**config.mk**
```make
export PLATFORM = sky130hd
export DESIGN_NAME = debug_compare_trace_regs
export DESIGN_NICKNAME = d
export VERILOG_FILES = /design/src/design/dbg_pkg.sv /design/src/design/debug_compare_trace_regs.sv /design/src/design/trace_shift_buffer.sv
export SDC_FILE = /design/constraint.sdc
export NUM_CORES = 1
export LEC_CHECK = 0
export BUFFER_PORTS_ARGS = -buffer_cell sky130_fd_sc_hd__buf_2
export CORE_MARGIN = 3
export CORE_UTILIZATION = 40
export CTS_CLUSTER_DIAMETER = 100
export CTS_CLUSTER_SIZE = 40
export DETAILED_ROUTE_END_ITERATION = 12
export GPL_ROUTABILITY_DRIVEN = 0
export SLEW_MARGIN = 20
export SYNTH_ARGS = -nofsm -noshare
export SYNTH_HDL_FRONTEND = slang
export SYNTH_HIERARCHICAL = 1
export SYNTH_SLANG_ARGS = --single-unit
```
**constraint.sdc**
```tcl
create_clock -name clock_i -period 9.6 [get_ports clock_i]
set_input_delay 1.92 -clock clock_i [delete_from_list [all_inputs] [get_ports clock_i]]
set_output_delay 1.92 -clock clock_i [all_outputs]
set_load 0.01 [all_outputs]
```
**src/design/dbg_pkg.sv**
```systemverilog
package dbg_pkg;

  // register port
  localparam int ADDR_W = 4;
  localparam int DATA_W = 8;
  localparam int CPU_ADDR_W = 16;
  localparam logic [ADDR_W-1:0] OFF_CMP_A_HIGH = 4'h0;
  localparam logic [ADDR_W-1:0] OFF_CMP_A_LOW = 4'h1;
  localparam logic [ADDR_W-1:0] OFF_CMP_B_HIGH = 4'h2;
  localparam logic [ADDR_W-1:0] OFF_CMP_B_LOW = 4'h3;
  localparam logic [ADDR_W-1:0] OFF_TRACE_HIGH = 4'h4;
  localparam logic [ADDR_W-1:0] OFF_TRACE_LOW = 4'h5;
  localparam logic [ADDR_W-1:0] OFF_DEBUG_CONTROL = 4'h6;
  localparam logic [ADDR_W-1:0] OFF_FORCE_RESET = 4'h8;

  // debug_control fields
  localparam int BIT_MODULE_ENABLE = 7;
  localparam int BIT_ARMED = 6;
  localparam int BIT_TAG = 5;
  localparam int BIT_BREAK_ENABLE = 4;
  localparam int BIT_CMP_A_DIRECTION = 3;
  localparam int BIT_CMP_A_DIRECTION_EN = 2;
  localparam int BIT_CMP_B_DIRECTION = 1;
  localparam int BIT_CMP_B_DIRECTION_EN = 0;
  localparam int BIT_FORCE_RESET = 0;

  // reset values
  localparam logic [DATA_W-1:0] RST_CMP = 8'h00;
  localparam logic [DATA_W-1:0] RST_DEBUG_CONTROL = 8'h00;
  localparam logic [DATA_W-1:0] READ_ZERO = 8'h00;

  // trace buffer
  localparam int TRACE_W = 16;
  localparam int TRACE_DEPTH = 8;
  localparam int CNT_W = 4;
  localparam logic [CNT_W-1:0] CNT_FULL = 4'h8;
  localparam logic [CNT_W-1:0] CNT_ZERO = 4'h0;

  // trigger mode codes
  localparam logic [3:0] TRG_A_ONLY = 4'h0;
  localparam logic [3:0] TRG_A_OR_B = 4'h1;
  localparam logic [3:0] TRG_A_THEN_B = 4'h2;
  localparam logic [3:0] TRG_EVENT_B = 4'h3;
  localparam logic [3:0] TRG_A_THEN_EVENT_B = 4'h4;
  localparam logic [3:0] TRG_A_AND_B = 4'h5;
  localparam logic [3:0] TRG_A_AND_NOT_B = 4'h6;
  localparam logic [3:0] TRG_INSIDE = 4'h7;
  localparam logic [3:0] TRG_OUTSIDE = 4'h8;

  typedef enum logic [1:0] {
    RUN_IDLE = 2'b00,
    RUN_WAIT = 2'b01,
    RUN_FILL = 2'b11
  } run_state_t;

endpackage : dbg_pkg

```
**src/design/debug_compare_trace_regs.sv**
```systemverilog
module debug_compare_trace_regs (
  input wire logic clock_i,
  input wire logic rst_i,
  input wire logic clk_en_i,
  input wire logic [dbg_pkg::ADDR_W-1:0] reg_addr_i,
  input wire logic reg_wr_i,
  input wire logic reg_rd_i,
  input wire logic [dbg_pkg::DATA_W-1:0] reg_wdata_i,
  input wire logic serial_access_i,
  output logic [dbg_pkg::DATA_W-1:0] reg_rdata_o,
  input wire logic secure_i,
  input wire logic [dbg_pkg::CPU_ADDR_W-1:0] cpu_addr_i,
  input wire logic [dbg_pkg::DATA_W-1:0] cpu_data_i,
  input wire logic cpu_valid_i,
  input wire logic cpu_read_i,
  input wire logic opcode_fetch_i,
  input wire logic [3:0] trigger_mode_i,
  input wire logic begin_trace_i,
  input wire logic opcode_qualified_trigger_i,
  output logic armed_flag_o,
  output logic [dbg_pkg::CNT_W-1:0] valid_count_o,
  output logic break_request_o,
  output logic break_tag_o,
  output logic mcu_reset_o
);
  import dbg_pkg::*;

  logic [DATA_W-1:0] cmp_a_high_q;
  logic [DATA_W-1:0] cmp_a_low_q;
  logic [DATA_W-1:0] cmp_b_high_q;
  logic [DATA_W-1:0] cmp_b_low_q;
  logic module_enable_q;
  logic armed_q;
  logic tag_q;
  logic break_enable_q;
  logic cmp_a_direction_q;
  logic cmp_a_direction_en_q;
  logic cmp_b_direction_q;
  logic cmp_b_direction_en_q;
  logic [CPU_ADDR_W-1:0] last_opcode_q;
  logic a_seen_q;
  logic [CNT_W-1:0] count_q;
  run_state_t state_q;
  run_state_t state_d;
  logic [DATA_W-1:0] rdata_q;
  logic break_q;
  logic reset_q;

  logic wr_cmp_ok;
  logic wr_ctrl;
  logic arm_start;
  logic event_mode;
  logic begin_mode;
  logic [CPU_ADDR_W-1:0] cmp_a;
  logic [CPU_ADDR_W-1:0] cmp_b;
  logic qual;
  logic a_hit;
  logic b_hit;
  logic a_match;
  logic b_match;
  logic trigger;
  logic capture;
  logic [TRACE_W-1:0] capture_data;
  logic run_done;
  logic low_read;
  logic shift;
  logic [TRACE_W-1:0] shift_data;
  logic [TRACE_W-1:0] head;

  assign cmp_a = {cmp_a_high_q, cmp_a_low_q};
  assign cmp_b = {cmp_b_high_q, cmp_b_low_q};

  // the nine-byte map: four comparator bytes, two trace ports, control,
  // plus force reset at offset 8, with offset 7 left to the neighbouring logic
  assign wr_cmp_ok = reg_wr_i && !armed_q;
  assign wr_ctrl = reg_wr_i && (reg_addr_i == OFF_DEBUG_CONTROL);
  assign arm_start = wr_ctrl && reg_wdata_i[BIT_ARMED] && reg_wdata_i[BIT_MODULE_ENABLE]
    && (module_enable_q || !secure_i) && !armed_q;

  assign event_mode = (trigger_mode_i == TRG_EVENT_B) || (trigger_mode_i == TRG_A_THEN_EVENT_B);
  // event-only runs are always begin traces
  assign begin_mode = begin_trace_i || event_mode;

  // comparators with direction qualifiers
  // opcode-qualified triggers here only count matches on opcode fetch cycles
  assign qual = cpu_valid_i && (!opcode_qualified_trigger_i || opcode_fetch_i);
  assign a_hit = !cmp_a_direction_en_q || (cpu_read_i == cmp_a_direction_q);
  assign b_hit = !cmp_b_direction_en_q || (cpu_read_i == cmp_b_direction_q);
  assign a_match = qual && a_hit && (cpu_addr_i == cmp_a);
  assign b_match = qual && b_hit && (cpu_addr_i == cmp_b);

  always_comb begin
    trigger = 1'b0;
    case (trigger_mode_i)
      TRG_A_ONLY: trigger = a_match;
      TRG_A_OR_B: trigger = a_match || b_match;
      TRG_A_THEN_B: trigger = a_seen_q && b_match;
      TRG_EVENT_B: trigger = b_match;
      TRG_A_THEN_EVENT_B: trigger = a_match || (a_seen_q && b_match);
      TRG_A_AND_B: trigger = a_match && (cpu_data_i == cmp_b_low_q);
      TRG_A_AND_NOT_B: trigger = a_match && (cpu_data_i != cmp_b_low_q);
      TRG_INSIDE: trigger = qual && a_hit && (cpu_addr_i >= cmp_a) && (cpu_addr_i <= cmp_b);
      TRG_OUTSIDE: trigger = qual && a_hit && ((cpu_addr_i < cmp_a) || (cpu_addr_i > cmp_b));
      default: trigger = 1'b0;
    endcase
  end

  // what goes into the buffer while armed
  always_comb begin
    capture = 1'b0;
    capture_data = {cpu_addr_i};
    if (event_mode) begin
      capture_data = {READ_ZERO, cpu_data_i};
      capture = (state_q == RUN_FILL) && b_match && (trigger_mode_i == TRG_EVENT_B || a_seen_q);
    end else if (state_q == RUN_WAIT) begin
      capture = !begin_mode && cpu_valid_i && opcode_fetch_i;
    end else if (state_q == RUN_FILL) begin
      capture = cpu_valid_i && opcode_fetch_i;
    end
  end

  // run sequencing
  always_comb begin
    state_d = state_q;
    run_done = 1'b0;
    case (state_q)
      RUN_IDLE: begin
        if (arm_start) begin
          state_d = RUN_WAIT;
        end
      end
      RUN_WAIT: begin
        if (trigger) begin
          if (begin_mode) begin
            state_d = RUN_FILL;
          end else begin
            run_done = 1'b1;
            state_d = RUN_IDLE;
          end
        end
      end
      RUN_FILL: begin
        if (capture && (count_q == CNT_FULL - 4'h1)) begin
          run_done = 1'b1;
          state_d = RUN_IDLE;
        end
      end
      default: state_d = RUN_IDLE;
    endcase
    // a manual stop wins over every state transition; run_done, and so the break pulse, can still fire in that cycle
    if (wr_ctrl && (!reg_wdata_i[BIT_ARMED] || !reg_wdata_i[BIT_MODULE_ENABLE])) begin
      state_d = RUN_IDLE;
    end
  end

  always_ff @(posedge clock_i) begin
    if (rst_i) begin
      state_q <= RUN_IDLE;
    end else if (clk_en_i) begin
      state_q <= state_d;
    end
  end

  // comparator bytes
  always_ff @(posedge clock_i) begin
    if (rst_i) begin
      cmp_a_high_q <= RST_CMP;
      cmp_a_low_q <= RST_CMP;
      cmp_b_high_q <= RST_CMP;
      cmp_b_low_q <= RST_CMP;
    end else if (clk_en_i && wr_cmp_ok) begin
      case (reg_addr_i)
        OFF_CMP_A_HIGH: cmp_a_high_q <= reg_wdata_i;
        OFF_CMP_A_LOW: cmp_a_low_q <= reg_wdata_i;
        OFF_CMP_B_HIGH: cmp_b_high_q <= reg_wdata_i;
        OFF_CMP_B_LOW: cmp_b_low_q <= reg_wdata_i;
        default: ;
      endcase
    end
  end

  // control register
  always_ff @(posedge clock_i) begin
    if (rst_i) begin
      {module_enable_q, tag_q, break_enable_q} <= RST_DEBUG_CONTROL[2:0];
      {cmp_a_direction_q, cmp_a_direction_en_q} <= RST_DEBUG_CONTROL[1:0];
      {cmp_b_direction_q, cmp_b_direction_en_q} <= RST_DEBUG_CONTROL[1:0];
    end else if (clk_en_i && wr_ctrl) begin
      // secured part keeps the enable from rising
      module_enable_q <= reg_wdata_i[BIT_MODULE_ENABLE] && (module_enable_q || !secure_i);
      tag_q <= reg_wdata_i[BIT_TAG];
      break_enable_q <= reg_wdata_i[BIT_BREAK_ENABLE];
      cmp_a_direction_q <= reg_wdata_i[BIT_CMP_A_DIRECTION];
      cmp_a_direction_en_q <= reg_wdata_i[BIT_CMP_A_DIRECTION_EN];
      cmp_b_direction_q <= reg_wdata_i[BIT_CMP_B_DIRECTION];
      cmp_b_direction_en_q <= reg_wdata_i[BIT_CMP_B_DIRECTION_EN];
    end
  end

  // armed bit mirrors the run state, doubles as the arm flag
  always_ff @(posedge clock_i) begin
    if (rst_i) begin
      armed_q <= 1'b0;
    end else if (clk_en_i) begin
      armed_q <= (state_d != RUN_IDLE);
    end
  end

  always_ff @(posedge clock_i) begin
    if (rst_i) begin
      a_seen_q <= 1'b0;
    end else if (clk_en_i) begin
      if (arm_start) begin
        a_seen_q <= 1'b0;
      end else if (armed_q && a_match) begin
        a_seen_q <= 1'b1;
      end
    end
  end

  // valid count saturates at full, kept after the run
  always_ff @(posedge clock_i) begin
    if (rst_i) begin
      count_q <= CNT_ZERO;
    end else if (clk_en_i) begin
      if (arm_start) begin
        count_q <= CNT_ZERO;
      end else if (capture && count_q != CNT_FULL) begin
        count_q <= count_q + 4'h1;
      end
    end
  end

  always_ff @(posedge clock_i) begin
    if (rst_i) begin
      last_opcode_q <= '0;
    end else if (clk_en_i && cpu_valid_i && opcode_fetch_i) begin
      last_opcode_q <= cpu_addr_i;
    end
  end

  // buffer shifting: capture while armed, profiling reads otherwise
  assign low_read = reg_rd_i && (reg_addr_i == OFF_TRACE_LOW);
  assign shift = armed_q ? capture : low_read;
  assign shift_data = armed_q ? capture_data : last_opcode_q;

  // eight entries make the ninth profiling read return the first capture
  trace_shift_buffer #(
    .WIDTH(TRACE_W),
    .DEPTH(TRACE_DEPTH)
  ) u_trace (
    .clock_i(clock_i),
    .rst_i(rst_i),
    .clk_en_i(clk_en_i),
    .shift_i(shift),
    .in_data_i(shift_data),
    .head_o(head)
  );

  // read data registered, answer one cycle after the strobe
  always_ff @(posedge clock_i) begin
    if (rst_i) begin
      rdata_q <= READ_ZERO;
    end else if (clk_en_i && reg_rd_i) begin
      case (reg_addr_i)
        OFF_CMP_A_HIGH: rdata_q <= cmp_a_high_q;
        OFF_CMP_A_LOW: rdata_q <= cmp_a_low_q;
        OFF_CMP_B_HIGH: rdata_q <= cmp_b_high_q;
        OFF_CMP_B_LOW: rdata_q <= cmp_b_low_q;
        OFF_TRACE_HIGH: rdata_q <= event_mode ? READ_ZERO : head[15:8];
        OFF_TRACE_LOW: rdata_q <= head[7:0];
        OFF_DEBUG_CONTROL: rdata_q <= {module_enable_q, armed_q, tag_q, break_enable_q,
          cmp_a_direction_q, cmp_a_direction_en_q, cmp_b_direction_q, cmp_b_direction_en_q};
        OFF_FORCE_RESET: rdata_q <= READ_ZERO;
        default: rdata_q <= READ_ZERO;
      endcase
    end
  end

  // break pulse: trigger for end trace, full for begin trace
  always_ff @(posedge clock_i) begin
    if (rst_i) begin
      break_q <= 1'b0;
    end else if (clk_en_i) begin
      break_q <= break_enable_q && run_done;
    end
  end

  // only the serial debug path can reach the force reset bit
  always_ff @(posedge clock_i) begin
    if (rst_i) begin
      reset_q <= 1'b0;
    end else if (clk_en_i) begin
      reset_q <= reg_wr_i && serial_access_i && (reg_addr_i == OFF_FORCE_RESET)
        && reg_wdata_i[BIT_FORCE_RESET];
    end
  end

  assign reg_rdata_o = rdata_q;
  assign armed_flag_o = armed_q;
  assign valid_count_o = count_q;
  assign break_request_o = break_q;
  assign break_tag_o = break_q && tag_q;
  assign mcu_reset_o = reset_q;

endmodule : debug_compare_trace_regs

```
**src/design/trace_shift_buffer.sv**
```systemverilog
module trace_shift_buffer #(
  parameter int WIDTH = dbg_pkg::TRACE_W,
  parameter int DEPTH = dbg_pkg::TRACE_DEPTH
) (
  input wire logic clock_i,
  input wire logic rst_i,
  input wire logic clk_en_i,
  input wire logic shift_i,
  input wire logic [WIDTH-1:0] in_data_i,
  output logic [WIDTH-1:0] head_o
);
  import dbg_pkg::*;

  // entry 0 is the oldest word, new words enter at the last entry
  logic [WIDTH-1:0] entry_q [DEPTH];

  genvar g;
  generate
    for (g = 0; g < DEPTH; g++) begin : g_entry
      always_ff @(posedge clock_i) begin
        if (rst_i) begin
          entry_q[g] <= '0;
        end else if (clk_en_i && shift_i) begin
          if (g == DEPTH - 1) begin
            entry_q[g] <= in_data_i;
          end else begin
            entry_q[g] <= entry_q[g+1];
          end
        end
      end
    end
  endgenerate

  assign head_o = entry_q[0];

endmodule : trace_shift_buffer

```
Yosys cells after proc, flatten, opt, wreduce, memory -nomap -nowiden
Memory sizes are Yosys's and may differ from the RTL's.
Index checks and enable logic that the tools add are counted.
- latch bits: 0
- memory bits (writable): 128
- bits in read-only memories: 0
- logic and storage cells: 164
- input bits: 52
- bits in registers: 73
- memories kept: 1
- memory list (name ; words ; width ; rd ports ; clocked after memory_dff ; write ports ; line ; RTL):
    u_trace.entry_q ; 8 ; 16 ; 8 ; 0 ; 8 ; trace_shift_buffer.sv:15 ; logic [WIDTH-1:0] entry_q [DEPTH];
- bitwise logic cells: 8
- reductions and logical operators: 70
- mux-type cells: 36
- divide/modulo/power cells: 0
- equality and inequality tests: 25
- shift-type cells: 0
- magnitude comparators: 4
- multiply operators: 0
- add/subtract/negate cells: 1
- operators with widths (cell ; number):
    16-bit two-way mux ; 10
    8-bit one-hot mux with 7 select lines ; 1
    1-bit logical AND ; 39
    16-bit == test ; 2
    4-bit by 3-bit == test with 1-bit output (second input constant) ; 8
    4-bit by 2-bit == test with 1-bit output (second input constant) ; 4
    16-bit greater-or-equal comparator ; 1
    16-bit greater-than comparator ; 1
    16-bit <= comparator ; 1
    16-bit less-than comparator ; 1
    1-bit two-way mux ; 14
    2-bit AND reduction ; 6
    1-bit logical OR ; 11
    2-bit two-way mux ; 5
    1-bit one-hot mux with 9 select lines ; 1
    4-bit by 1-bit == test with 1-bit output (second input constant) ; 2
    4-bit == test (second input constant) ; 2
    8-bit == test ; 1
    1-bit logical NOT ; 8
    4-bit logical NOT ; 2
    4-bit two-way mux ; 2
    8-bit two-way mux ; 1
    8-bit inequality test ; 1
    1-bit bitwise OR ; 8
    other kinds (9) ; 12

Depth between registers and ports, before layout
Gate-level depths: netlist of the first run.
- depth after elaboration: 14
- depth in mapped cells: 10
- mapped depth without buffers: 10

Modules after synthesis
Netlist of the first run, hierarchy kept.
- by module, submodules not included (module ; seq. area each (um^2) ; cells an instance ; area each (um^2) ; instances):
    trace_shift_buffer ; 3843.7 ; 315 ; 5576.6 ; 1
    debug_compare_trace_regs ; 1461.4 ; 610 ; 4754.6 ; 1

Least setup slack after synthesis of the first run
Ideal clock, no wire load.
- path kind: input to register
- from: input port cpu_addr_i[14] (netlist name)
- to: memory u_trace/entry_q[0][0] (netlist name) (enable)
- path buffers: 1
- stages: 7
- arrival: 5992 ps
- path slack: 3122 ps
- cell sequence: ha_1 > nand4_1 > nor4_4 > a32oi_1 > mux2i_1 > clkbuf_1 > a21o_1
- RTL lines (item ; line ; RTL):
    start, declared ; debug_compare_trace_regs.sv:12 ; input wire logic [dbg_pkg::CPU_ADDR_W-1:0] cpu_addr_i,
    end, declared ; trace_shift_buffer.sv:15 ;

==> results of run 1 <==
-- cells in the final DEF (no fill, tap or decap), types with 11 or more instances in the layout --
cell / count
nand3_1: 17
clkbuf_16: 11
mux2i_1: 48
a21oi_1: 65
nand2_1: 79
o22ai_1: 11
edfxtp_1: 128
inv_1: 48
dfxtp_1: 73
nor2_1: 78
ha_1: 34
and4b_1: 129
nor2b_1: 11
buf_2: 65
-- through the flow --
| stage | cells | power [µW] |
|---|---|---|
| after global placement | 1242 | 1090 |
| after floorplan | 925 | 1060 |
| final | 1259 | 1570 |
| after detailed placement | 1242 | 1090 |
| after global routing | 1258 | 1630 |
| after CTS | 1258 | 1590 |
-- worst max-delay path by stage --
stage                                   to  slack, ns      startpoint
CTS                 u_trace/entry_q[1][31]       4.25  cpu_addr_i[14]
detailed placement  u_trace/entry_q[0][31]       3.71  cpu_addr_i[14]
finish               u_trace/entry_q[0][8]       4.27  cpu_addr_i[14]
global route        u_trace/entry_q[1][31]       4.03  cpu_addr_i[14]
floorplan            u_trace/entry_q[0][0]       3.12  cpu_addr_i[14]
global placement    u_trace/entry_q[1][31]       3.78  cpu_addr_i[14]
-- registers in the layout (all words and copies together) (netlist names), 2 cells and up --
register         cells
reg_rdata_o          8
cmp_b_high_q         8
last_opcode_q       16
cmp_b_low_q          8
cmp_a_low_q          8
cmp_a_high_q         8
u_trace/entry_q    128
valid_count_o        4
state_q              2
-- worst max-delay path: stages --
cell	delay, ns
buf_2	0.13
ha_1	0.32
nand4_1	0.24
nor4_4	0.49
a32oi_1	0.30
mux2i_4	0.20
buf_4	0.34
a21o_4	0.85
buf_4	0.65
-- power by group through the flow --
stage / combinational (µW) / sequential, µW / clock (µW)
floorplan: 89.8 / 967 / 0
global placement: 122 / 968 / 0
detailed placement: 123 / 968 / 0
CTS: 124 / 948 / 517
global route: 137 / 951 / 544
finish: 124 / 948 / 502
-- cells by family (layout without fill, tap and decap cells) --
group	count (synthesis)	in the layout
XOR/XNOR	12	12
other	0	1
multiplexers	50	50
flip-flops	201	201
buffers and inverters	136	139
AO/OA/AOI/OAI	136	136
adder cells (fa/ha/maj)	34	34
AND/OR/NAND/NOR	356	356
-- cell type report --
type,count,area [µm²]
fill,2434,14300
sequential,201,5310
multi-input combinational,588,4300
tap,330,413
timing repair buffer,74,393
clock buffer,11,275
inverter,49,184
clock inverter,5,43.8
antenna,1,2.50
-- metal layers --
layer | part of all wire, % | GRT usage, %
met1 | 49 | 25.3
met2 | 43 | 26.1
met3 | 5.1 | 2.21
met4 | 2.1 | 4.77
met5 | 0 | 0
==> summary.md, run 1 <==
| Metric | Value |
|---|---|
| Yosys reg bits | `201` |
| Hold_ws | `0.458 ns` |
| CTS Sinks | `201` |
| WL/cell | `19.5 µm` |
| Hold/Removal Path Class | `flip-flop to flip-flop` |
| GRT Residual Overflow | `0` |
| Most numerous cell in the Yosys netlist | `and4b_1` |
| Comb power frac | `7.9%` |
| Sw frac | `24.0%` |
| R2R Path End | `u_trace/entry_q[0][8]` |
| CTS root buffer | `clkbuf_16` |
| CP max FO | `82` |
| FF-to-FF setup slack | `5.31 ns` |
| Worst clock skew | `0.0393 ns` |
| Proportion of layout cells with a drive suffix above 1 | `11.7%` |
| Max Clock Freq | `188 MHz` |
| Final Hold Fails | `0` |
| Net switching power | `377 µW` |
| Synth warn | `6` |
| Core Util, Final | `43.2%` |
| Antenna Nets Post-Route | `0` |
| Internal power | `1200 µW` |
| Worst Tran Pin Value | `1.06 ns` |
| R2r startpoint | `cmp_b_high_q[7]` |
| Worst min-delay path endpoint | `last_opcode_q[0]` |
| Worst-case reg-to-reg path depth | `9` |
| Post-Syn Area | `10300 µm²` |
| Global-route wire length before repair | `38.1 mm` |
| Min Tclk post-route | `5.33 ns` |
| Post-Synth XOR/XNOR Area | `1.02%` |
| Hold_buf cts | `0` |
| Main combinational cell family by area after synthesis | `simple AND/OR/NAND/NOR gates` |
| Cell taking the most area after synthesis | `edfxtp_1` |
| RSZ-0062 raised after global routing | `false` |
| Seq pwr share | `60.2%` |
| Core area | `25300 µm²` |
| P_leak | `0.00426 µW` |
| Post-Route WL | `24.5 mm` |
| Syn_area_per_cell | `11.2 µm²` |
| Place WS | `3.71 ns` |
| Initial Util | `40.9%` |
| Final period util | `55.5%` |
| Register area share after synthesis | `51.4%` |
| Critical path class | `input port to flip-flop` |
| Syn_nets | `1011` |
| Largest net degree at the start of global routing | `120` |
| Max cap viols | `0` |
| Total CTS buffers | `10` |
| CP endpoint kind | `flip-flop` |
| Die Height | `167 µm` |
| Setup Viol. Count Final | `0` |
| Area Growth Syn to Fin | `5.68%` |
| Critical Path AT | `5.46 ns` |
| Cells taking the most area after synthesis | `edfxtp_1 37%, dfxtp_1 14%, and4b_1 12%` |
| Port bufs | `67` |
| Complex-gate fraction of the synthesized area | `8.40%` |
| Share of the synthesized area in the top cell type | `37.2%` |
| Synth top cells by count | `129 x and4b_1, 128 x edfxtp_1, 79 x nand2_1` |
| Library cells used by synthesis | `63` |
| Die Wd | `167 µm` |
| H-tree levels | `1` |
| CTS tree | `yes` |
| Hold path depth | `2` |
| Post-synth EDFFs | `128` |
| Outcome | `completed` |
| Pre-antenna DRT Iters | `4` |
| Design Area, Final | `10900 µm²` |
| Top FF cell, synth | `edfxtp_1` |
| Setup bufs post-CTS | `0` |
| GR Util All Layers | `17.0%` |
| Post-CTS sizing | `0` |
| Setup crit start kind | `input port` |
| Mux share of post-synthesis cell area | `4.97%` |
| WP data required | `9.73 ns` |
| Min-delay src | `last_opcode_q[0]` |
| Synth Instances | `925` |
| Setup_tns | `0 ns` |
| Boundary Pins | `68` |
| Die area | `27800 µm²` |
| Vias/cell | `5.61` |
| Final Slew Violations | `0` |
| Max Root-Sink Buffers | `3` |
| Pwr/cell area | `144 nW/µm²` |
| Clk pwr share | `31.9%` |
| Final HPWL DP | `16.4 mm` |
| Initial antenna violation count | `0` |
| Number of global-route vias before repair | `6721` |
| Relative slew slack | `29.4%` |
| Adder-cell share of the synthesized area | `4.12%` |
| VDD IR-drop max | `0.000102 V` |
| Post-DP Area | `10600 µm²` |
| Num rows | `58` |
| Vias | `7057` |
| Residual DRC | `0` |
| Simple-gate share of the synthesized area | `22.8%` |
| Worst-path clk slew | `0.13 ns` |
| Nets@finish | `1010` |
| Initial DRC count | `632` |
| Clk_lat worst skew | `0.49 ns` |
| Async SR Flop Fraction | `0%` |
| Final worst setup slack | `4.27 ns` |
(Power assumes the default switching activity.)
==> inputs of run 2 (changes only) <==
- clock period: 9.6 -> 4.5 ns (I/O delays scaled with it)
==> summary.md, run 2 (same netlist as run 1, synthesis figures left out) <==
| Metric | Value |
|---|---|
| Outcome | `completed (unchanged)` |
| Worst clock skew | `0.0513 ns (was 0.0393 ns)` |
| Initial Util | `40.9% (unchanged)` |
| Die Height | `167 µm (unchanged)` |
| Post-Route WL | `24.2 mm (was 24.5 mm)` |
| GR Util All Layers | `16.9% (was 17.0%)` |
| Nets@finish | `1015 (was 1010)` |
| Critical path class | `flip-flop to flip-flop (was input port to flip-flop)` |
| Pre-antenna DRT Iters | `5 (was 4)` |
| Most common cell after layout, fill and taps aside | `and4b_1 (unchanged)` |
| Setup_tns | `0 ns (unchanged)` |
| CP max FO | `128 (was 82)` |
| Number of global-route vias before repair | `6733 (was 6721)` |
| Antenna Nets Post-Route | `0 (unchanged)` |
| Area Growth Syn to Fin | `6.43% (was 5.68%)` |
| Sw frac | `24.4% (was 24.0%)` |
| Number of flip-flops in the largest register | `128 (unchanged)` |
| GRT Residual Overflow | `0 (unchanged)` |
| Boundary Pins | `68 (unchanged)` |
| Setup Viol. Count Final | `0 (unchanged)` |
| RSZ-0062 raised after global routing | `false (unchanged)` |
| Min Tclk post-route | `3.42 ns` |
| Core area | `25300 µm² (unchanged)` |
| Hold/Removal Path Class | `flip-flop to flip-flop (unchanged)` |
| Die area | `27800 µm² (unchanged)` |
| Max Root-Sink Buffers | `3 (unchanged)` |
| P_leak | `0.00430 µW (was 0.00426 µW)` |
| Clk_lat worst skew | `0.49 ns (about the same)` |
| Max Clock Freq | `292 MHz` |
| Leading cell types in the layout, fill and taps excluded | `129 x and4b_1, 128 x edfxtp_1, 79 x nand2_1 (unchanged)` |
| CP max stage delay | `0.79 ns (was 0.85 ns)` |
| Final HPWL DP | `16.2 mm (was 16.4 mm)` |
| Port bufs | `67 (unchanged)` |
| Worst-path cell chain | `inv_1 -> ha_1 -> nand4_1 -> nor4_4 -> a32oi_1 -> mux2i_4 -> buf_4 -> and4b_1 (was buf_2 -> ha_1 -> nand4_1 -> nor4_4 -> a32oi_1 -> mux2i_4 -> buf_4 -> a21o_4 -> buf_4)` |
| Critical path's top delay family | `simple AND/OR/NAND/NOR gates (was compound AO/OA/AOI/OAI gates)` |
| CTS tree | `yes (unchanged)` |
| Residual DRC | `0 (unchanged)` |
| Post-DP Area | `10600 µm² (about the same)` |
| Seq pwr share | `59.4% (was 60.2%)` |
| Worst-path clk slew | `0.13 ns (about the same)` |
| Pwr/cell area | `310 nW/µm² (was 144 nW/µm²)` |
| Worst-case reg-to-reg path depth | `8 (was 9)` |
| Hold path depth | `2 (unchanged)` |
| Internal power | `2570 µW (was 1200 µW)` |
| Clk pwr share | `32.7% (was 31.9%)` |
| CP endpoint kind | `flip-flop (unchanged)` |
| Global-route wire length before repair | `38.1 mm (about the same)` |
| Num rows | `58 (unchanged)` |
| H-tree levels | `1 (unchanged)` |
| Relative slew slack | `32.7% (was 29.4%)` |
| Proportion of layout cells with a drive suffix above 1 | `12.0% (was 11.7%)` |
| Worst Tran Pin Value | `1.01 ns (was 1.06 ns)` |
| Design Area, Final | `11000 µm² (was 10900 µm²)` |
| WP data required | `4.81 ns (was 9.73 ns)` |
| Initial DRC count | `704 (was 632)` |
| Slowest stage cell, crit path | `buf_4 (was a21o_4)` |
| Net switching power | `832 µW (was 377 µW)` |
| Vias | `7103 (was 7057)` |
| CTS root buffer | `clkbuf_16 (unchanged)` |
| Critical path depth | `8 (was 9)` |
| VDD IR-drop max | `0.000217 V (was 0.000102 V)` |
| Sum of buffers and inverters on the critical path | `2 (was 3)` |
| Die Wd | `167 µm (unchanged)` |
| Vias/cell | `5.62 (was 5.61)` |
| Hold_buf cts | `0 (unchanged)` |
| Setup crit start kind | `flip-flop (was input port)` |
| Total CTS buffers | `11 (was 10)` |
| Post-CTS sizing | `0 (unchanged)` |
| Final Slew Violations | `0 (unchanged)` |
| Max cap viols | `0 (unchanged)` |
| Final Hold Fails | `0 (unchanged)` |
| Ant. Diodes | `0 (was 1)` |
| Biggest register | `u_trace/entry_q (unchanged)` |
| Critical Path AT | `3.73 ns (was 5.46 ns)` |
| Setup bufs post-CTS | `0 (unchanged)` |
| Largest net degree at the start of global routing | `129 (was 120)` |
| Final period util | `76.0%` |
| Initial antenna violation count | `0 (unchanged)` |
| CTS Sinks | `201 (unchanged)` |
| Registers with the most flip-flops | `u_trace/entry_q x128, last_opcode_q x16 (unchanged)` |
| WL/cell | `19.1 µm (was 19.5 µm)` |
| Comb power frac | `7.9% (about the same)` |
[run 2: cell count changes in the layout (fill, tap and decap cells not counted)]
| cell | change |
|---|---|
| clkinv_1 | +1 |
| inv_16 | +1 |
| buf_12 | +2 |
| buf_4 | +2 |
| clkinvlp_4 | -1 |
| inv_4 | -1 |
| clkinv_8 | +2 |
| inv_12 | -1 |
| diode_2 | -1 |
| clkinv_2 | -1 |
| clkbuf_1 | +1 |
[run 2: stage by stage]
step	hold WS, ns	setup WS [ns]	power, µW	std cells	utilization [%]
final	0.458	1.08	3410	1263	43.5
after floorplan	0.436	0.156	2250	925	-
after detailed placement	0.449	0.641	2340	1246	42.1
after global routing	0.485	0.849	3530	1263	43.5
after CTS	0.462	1.10	3440	1263	43.5
after global placement	0.443	0.710	2330	1246	42.1
[run 2: layout make-up]
type	instances	area [µm²]
Fill cell	2406	14300
Multi-Input combinational cell	588	4300
Timing Repair Buffer	78	448
Clock buffer	12	279
Inverter	49	184
Tap cell	330	413
Sequential cell	201	5310
Clock inverter	5	65.1
[run 2: path summary, 6_finish.rpt]
check                      endpoint  slack (ns)        startpoint
max reg2reg  u_trace/entry_q[1][17]        1.08   cmp_b_high_q[7]
max          u_trace/entry_q[1][17]        1.08   cmp_b_high_q[7]
min reg2reg        last_opcode_q[9]        0.46  last_opcode_q[9]
min                last_opcode_q[9]        0.46  last_opcode_q[9]
[run 2: power groups by stage]
| stage | combinational, µW | sequential, µW | clock (µW) |
|---|---|---|---|
| 6_report | 270 | 2020 | 1110 |
| 5_1_grt | 300 | 2030 | 1200 |
| 4_1_cts | 271 | 2020 | 1150 |
| 3_5_place_dp | 270 | 2060 | 0 |
| 3_3_place_gp | 267 | 2060 | 0 |
| 2_1_floorplan | 192 | 2060 | 0 |
[run 2: per-layer routing]
layer / up-vias / global-route usage [%] / part of all wire (%)
li1: 3439 / - / -
met1: 3464 / 25.7 / 49
met2: 173 / 25.1 / 43
met3: 27 / 2.99 / 5.7
met4: 0 / 4.02 / 2.1
met5: - / 0 / 0
[run 2: tightest hold or removal path: stages, from the launching register on]
cell	delay, ns
dfxtp_1	0.32
nand2_1	0.05
a21oi_1	0.05
==> inputs of run 3 (changes only) <==
- clock period: 4.5 -> 2.8 ns (I/O delays scaled with it)
==> summary.md, run 3 (same netlist as run 1, synthesis figures left out) <==
| Metric | Value |
|---|---|
| Register area | `5310 µm² (about the same)` |
| Final worst setup slack | `0.120 ns (was 1.08 ns)` |
| Multi-input combinational cell area | `4380 µm² (was 4300 µm²)` |
| Finished Layout Cells | `1321 (was 1263)` |
| Initial DRC count | `714 (was 704)` |
| Core area | `25300 µm² (unchanged)` |
| Die area | `27800 µm² (unchanged)` |
| Place WS | `-0.0946 ns (was 0.641 ns)` |
| Die Wd | `167 µm (unchanged)` |
| Port bufs | `67 (unchanged)` |
| Net switching power | `1370 µW (was 832 µW)` |
| Final Hold Fails | `0 (unchanged)` |
| WL/cell | `18.9 µm (was 19.1 µm)` |
| CP endpoint kind | `flip-flop (unchanged)` |
| GR Util All Layers | `17.6% (was 16.9%)` |
| Number of flip-flops in the largest register | `128 (unchanged)` |
| Most common cell after layout, fill and taps aside | `and4b_1 (unchanged)` |
| Pwr/cell area | `480 nW/µm² (was 310 nW/µm²)` |
| Setup_tns | `0 ns (unchanged)` |
| Ant. Diodes | `0 (unchanged)` |
| Antenna Nets Post-Route | `0 (unchanged)` |
| Critical Path AT | `3.09 ns (was 3.73 ns)` |
| Number of global-route vias before repair | `6730 (was 6733)` |
| Outcome | `completed (unchanged)` |
| Internal power | `4190 µW (was 2570 µW)` |
| Biggest register | `u_trace/entry_q (unchanged)` |
| Worst-path clk slew | `0.14 ns (was 0.13 ns)` |
| Registers with the most flip-flops | `u_trace/entry_q x128, last_opcode_q x16 (unchanged)` |
| CTS root buffer | `clkbuf_16 (unchanged)` |
| RSZ-0062 raised after global routing | `false (unchanged)` |
| Max cap viols | `0 (unchanged)` |
| Relative slew slack | `51.7% (was 32.7%)` |
| Total CTS buffers | `10 (was 11)` |
| CTS Sinks | `201 (unchanged)` |
| GRT Residual Overflow | `0 (unchanged)` |
| Final Slew Violations | `0 (unchanged)` |
| Pre-antenna DRT Iters | `5 (unchanged)` |
| Final period util | `95.7% (was 76.0%)` |
| Core Util, Final | `45.9% (was 43.5%)` |
| Hold_buf cts | `0 (unchanged)` |
| Boundary Pins | `68 (unchanged)` |
| Initial Util | `40.9% (unchanged)` |
| Largest net degree at the start of global routing | `70 (was 129)` |
| Clk_lat worst skew | `0.48 ns (was 0.49 ns)` |
| Critical path class | `flip-flop to flip-flop (unchanged)` |
| Vias/cell | `5.52 (was 5.62)` |
| Nets@finish | `1073 (was 1015)` |
| Die Height | `167 µm (unchanged)` |
| Comb power frac | `8.8% (was 7.9%)` |
| # fillers | `2361 (was 2406)` |
| Leading cell types in the layout, fill and taps excluded | `129 x and4b_1, 128 x edfxtp_1, 79 x nand2_1 (unchanged)` |
| Initial antenna violation count | `0 (unchanged)` |
| Post-Route WL | `25.0 mm (was 24.2 mm)` |
| Proportion of layout cells with a drive suffix above 1 | `18.3% (was 12.0%)` |
| Max Clock Freq | `373 MHz (was 292 MHz)` |
| Final HPWL DP | `17.8 mm (was 16.2 mm)` |
| Vias | `7294 (was 7103)` |
| Max Root-Sink Buffers | `3 (unchanged)` |
| Cells after DPL | `1304 (was 1246)` |
| Global-route wire length before repair | `39.0 mm (was 38.1 mm)` |
| Worst Tran Pin Value | `0.725 ns (was 1.01 ns)` |
| H-tree levels | `1 (unchanged)` |
| Hold/Removal Path Class | `input port to flip-flop (was flip-flop to flip-flop)` |
| Worst clock skew | `0.0398 ns (was 0.0513 ns)` |
| VDD IR-drop max | `0.000544 V (was 0.000217 V)` |
| WP data required | `3.21 ns (was 4.81 ns)` |
| Setup Viol. Count Final | `0 (unchanged)` |
| CP max FO | `3 (was 128)` |
| Clk pwr share | `32.8% (was 32.7%)` |
| CTS tree | `yes (unchanged)` |
| Num rows | `58 (unchanged)` |
| Min Tclk post-route | `2.68 ns (was 3.42 ns)` |
| P_leak | `0.00462 µW (was 0.00430 µW)` |
| Area Growth Syn to Fin | `12.2% (was 6.43%)` |
| Residual DRC | `0 (unchanged)` |
| Setup crit start kind | `flip-flop (unchanged)` |
| Sw frac | `24.7% (was 24.4%)` |
| Seq pwr share | `58.4% (was 59.4%)` |
-- run 3: path summary, 6_finish.rpt --
kind,slack (ns),cells past startpoint,to,startpoint
worst max register to register,0.12,10,break_request_o,cmp_b_high_q[3]
worst min-delay path,0.37,3,last_opcode_q[15],cpu_addr_i[15]
worst min register to register,0.46,2,last_opcode_q[3],last_opcode_q[3]
worst max-delay path,0.12,10,break_request_o,cmp_b_high_q[3]
-- run 3: area by class of cell --
class,count,share of cell area [%]
well taps,330,3.56
inverters,49,1.59
multi-input cells,588,37.8
clock inverters,5,0.788
clock buffers,11,2.38
repair buffers,137,8.12
flip-flops and latches,201,45.8
-- run 3: worst max-delay path, stage by stage, from the launching register on --
cell and delay, ns:
dfxtp_1 0.39, inv_1 0.14, ha_4 0.29, nand4_1 0.20, buf_4 0.22, a2111o_1 0.34, a31oi_1 0.21, mux2i_1 0.21
nand2_1 0.11, a22o_2 0.26, a32o_1 0.20
-- run 3: timing repair --
| item | CTS | global route |
|---|---|---|
| endpoints found under the hold margin | 0 | 0 |
| setup buffers | 0 | 1 |
| resized for setup | 0 | 2 |
| endpoints found under the setup margin | 0 | 191 |
-- run 3: power by group through the flow --
stage	sequential, µW	combinational (µW)	clock, µW
3_3_place_gp	3320	486	0
5_1_grt	3260	545	1990
6_report	3250	491	1820
3_5_place_dp	3320	491	0
2_1_floorplan	3310	313	0
4_1_cts	3250	493	1880
-- run 3: routing by layer --
layer  vias up  wire [µm]  GRT usage [%]  part of all wire [%]
li1       3545          -              -                     -
met1      3500      12100           27.2                    49
met2       218      10800           25.7                    43
met3        31       1480           2.82                   5.9
met4         0        583           4.34                   2.3
met5         -          0              0                     0
-- run 3: per-stage QoR --
stage	cell area [µm²]	hold WS [ns]	power, µW
floorplan	10400	0.436	3620
global placement	11200	0.442	3800
detailed placement	11200	0.448	3810
CTS	11600	0.344	5620
global route	11600	0.356	5790
finish	11600	0.367	5560
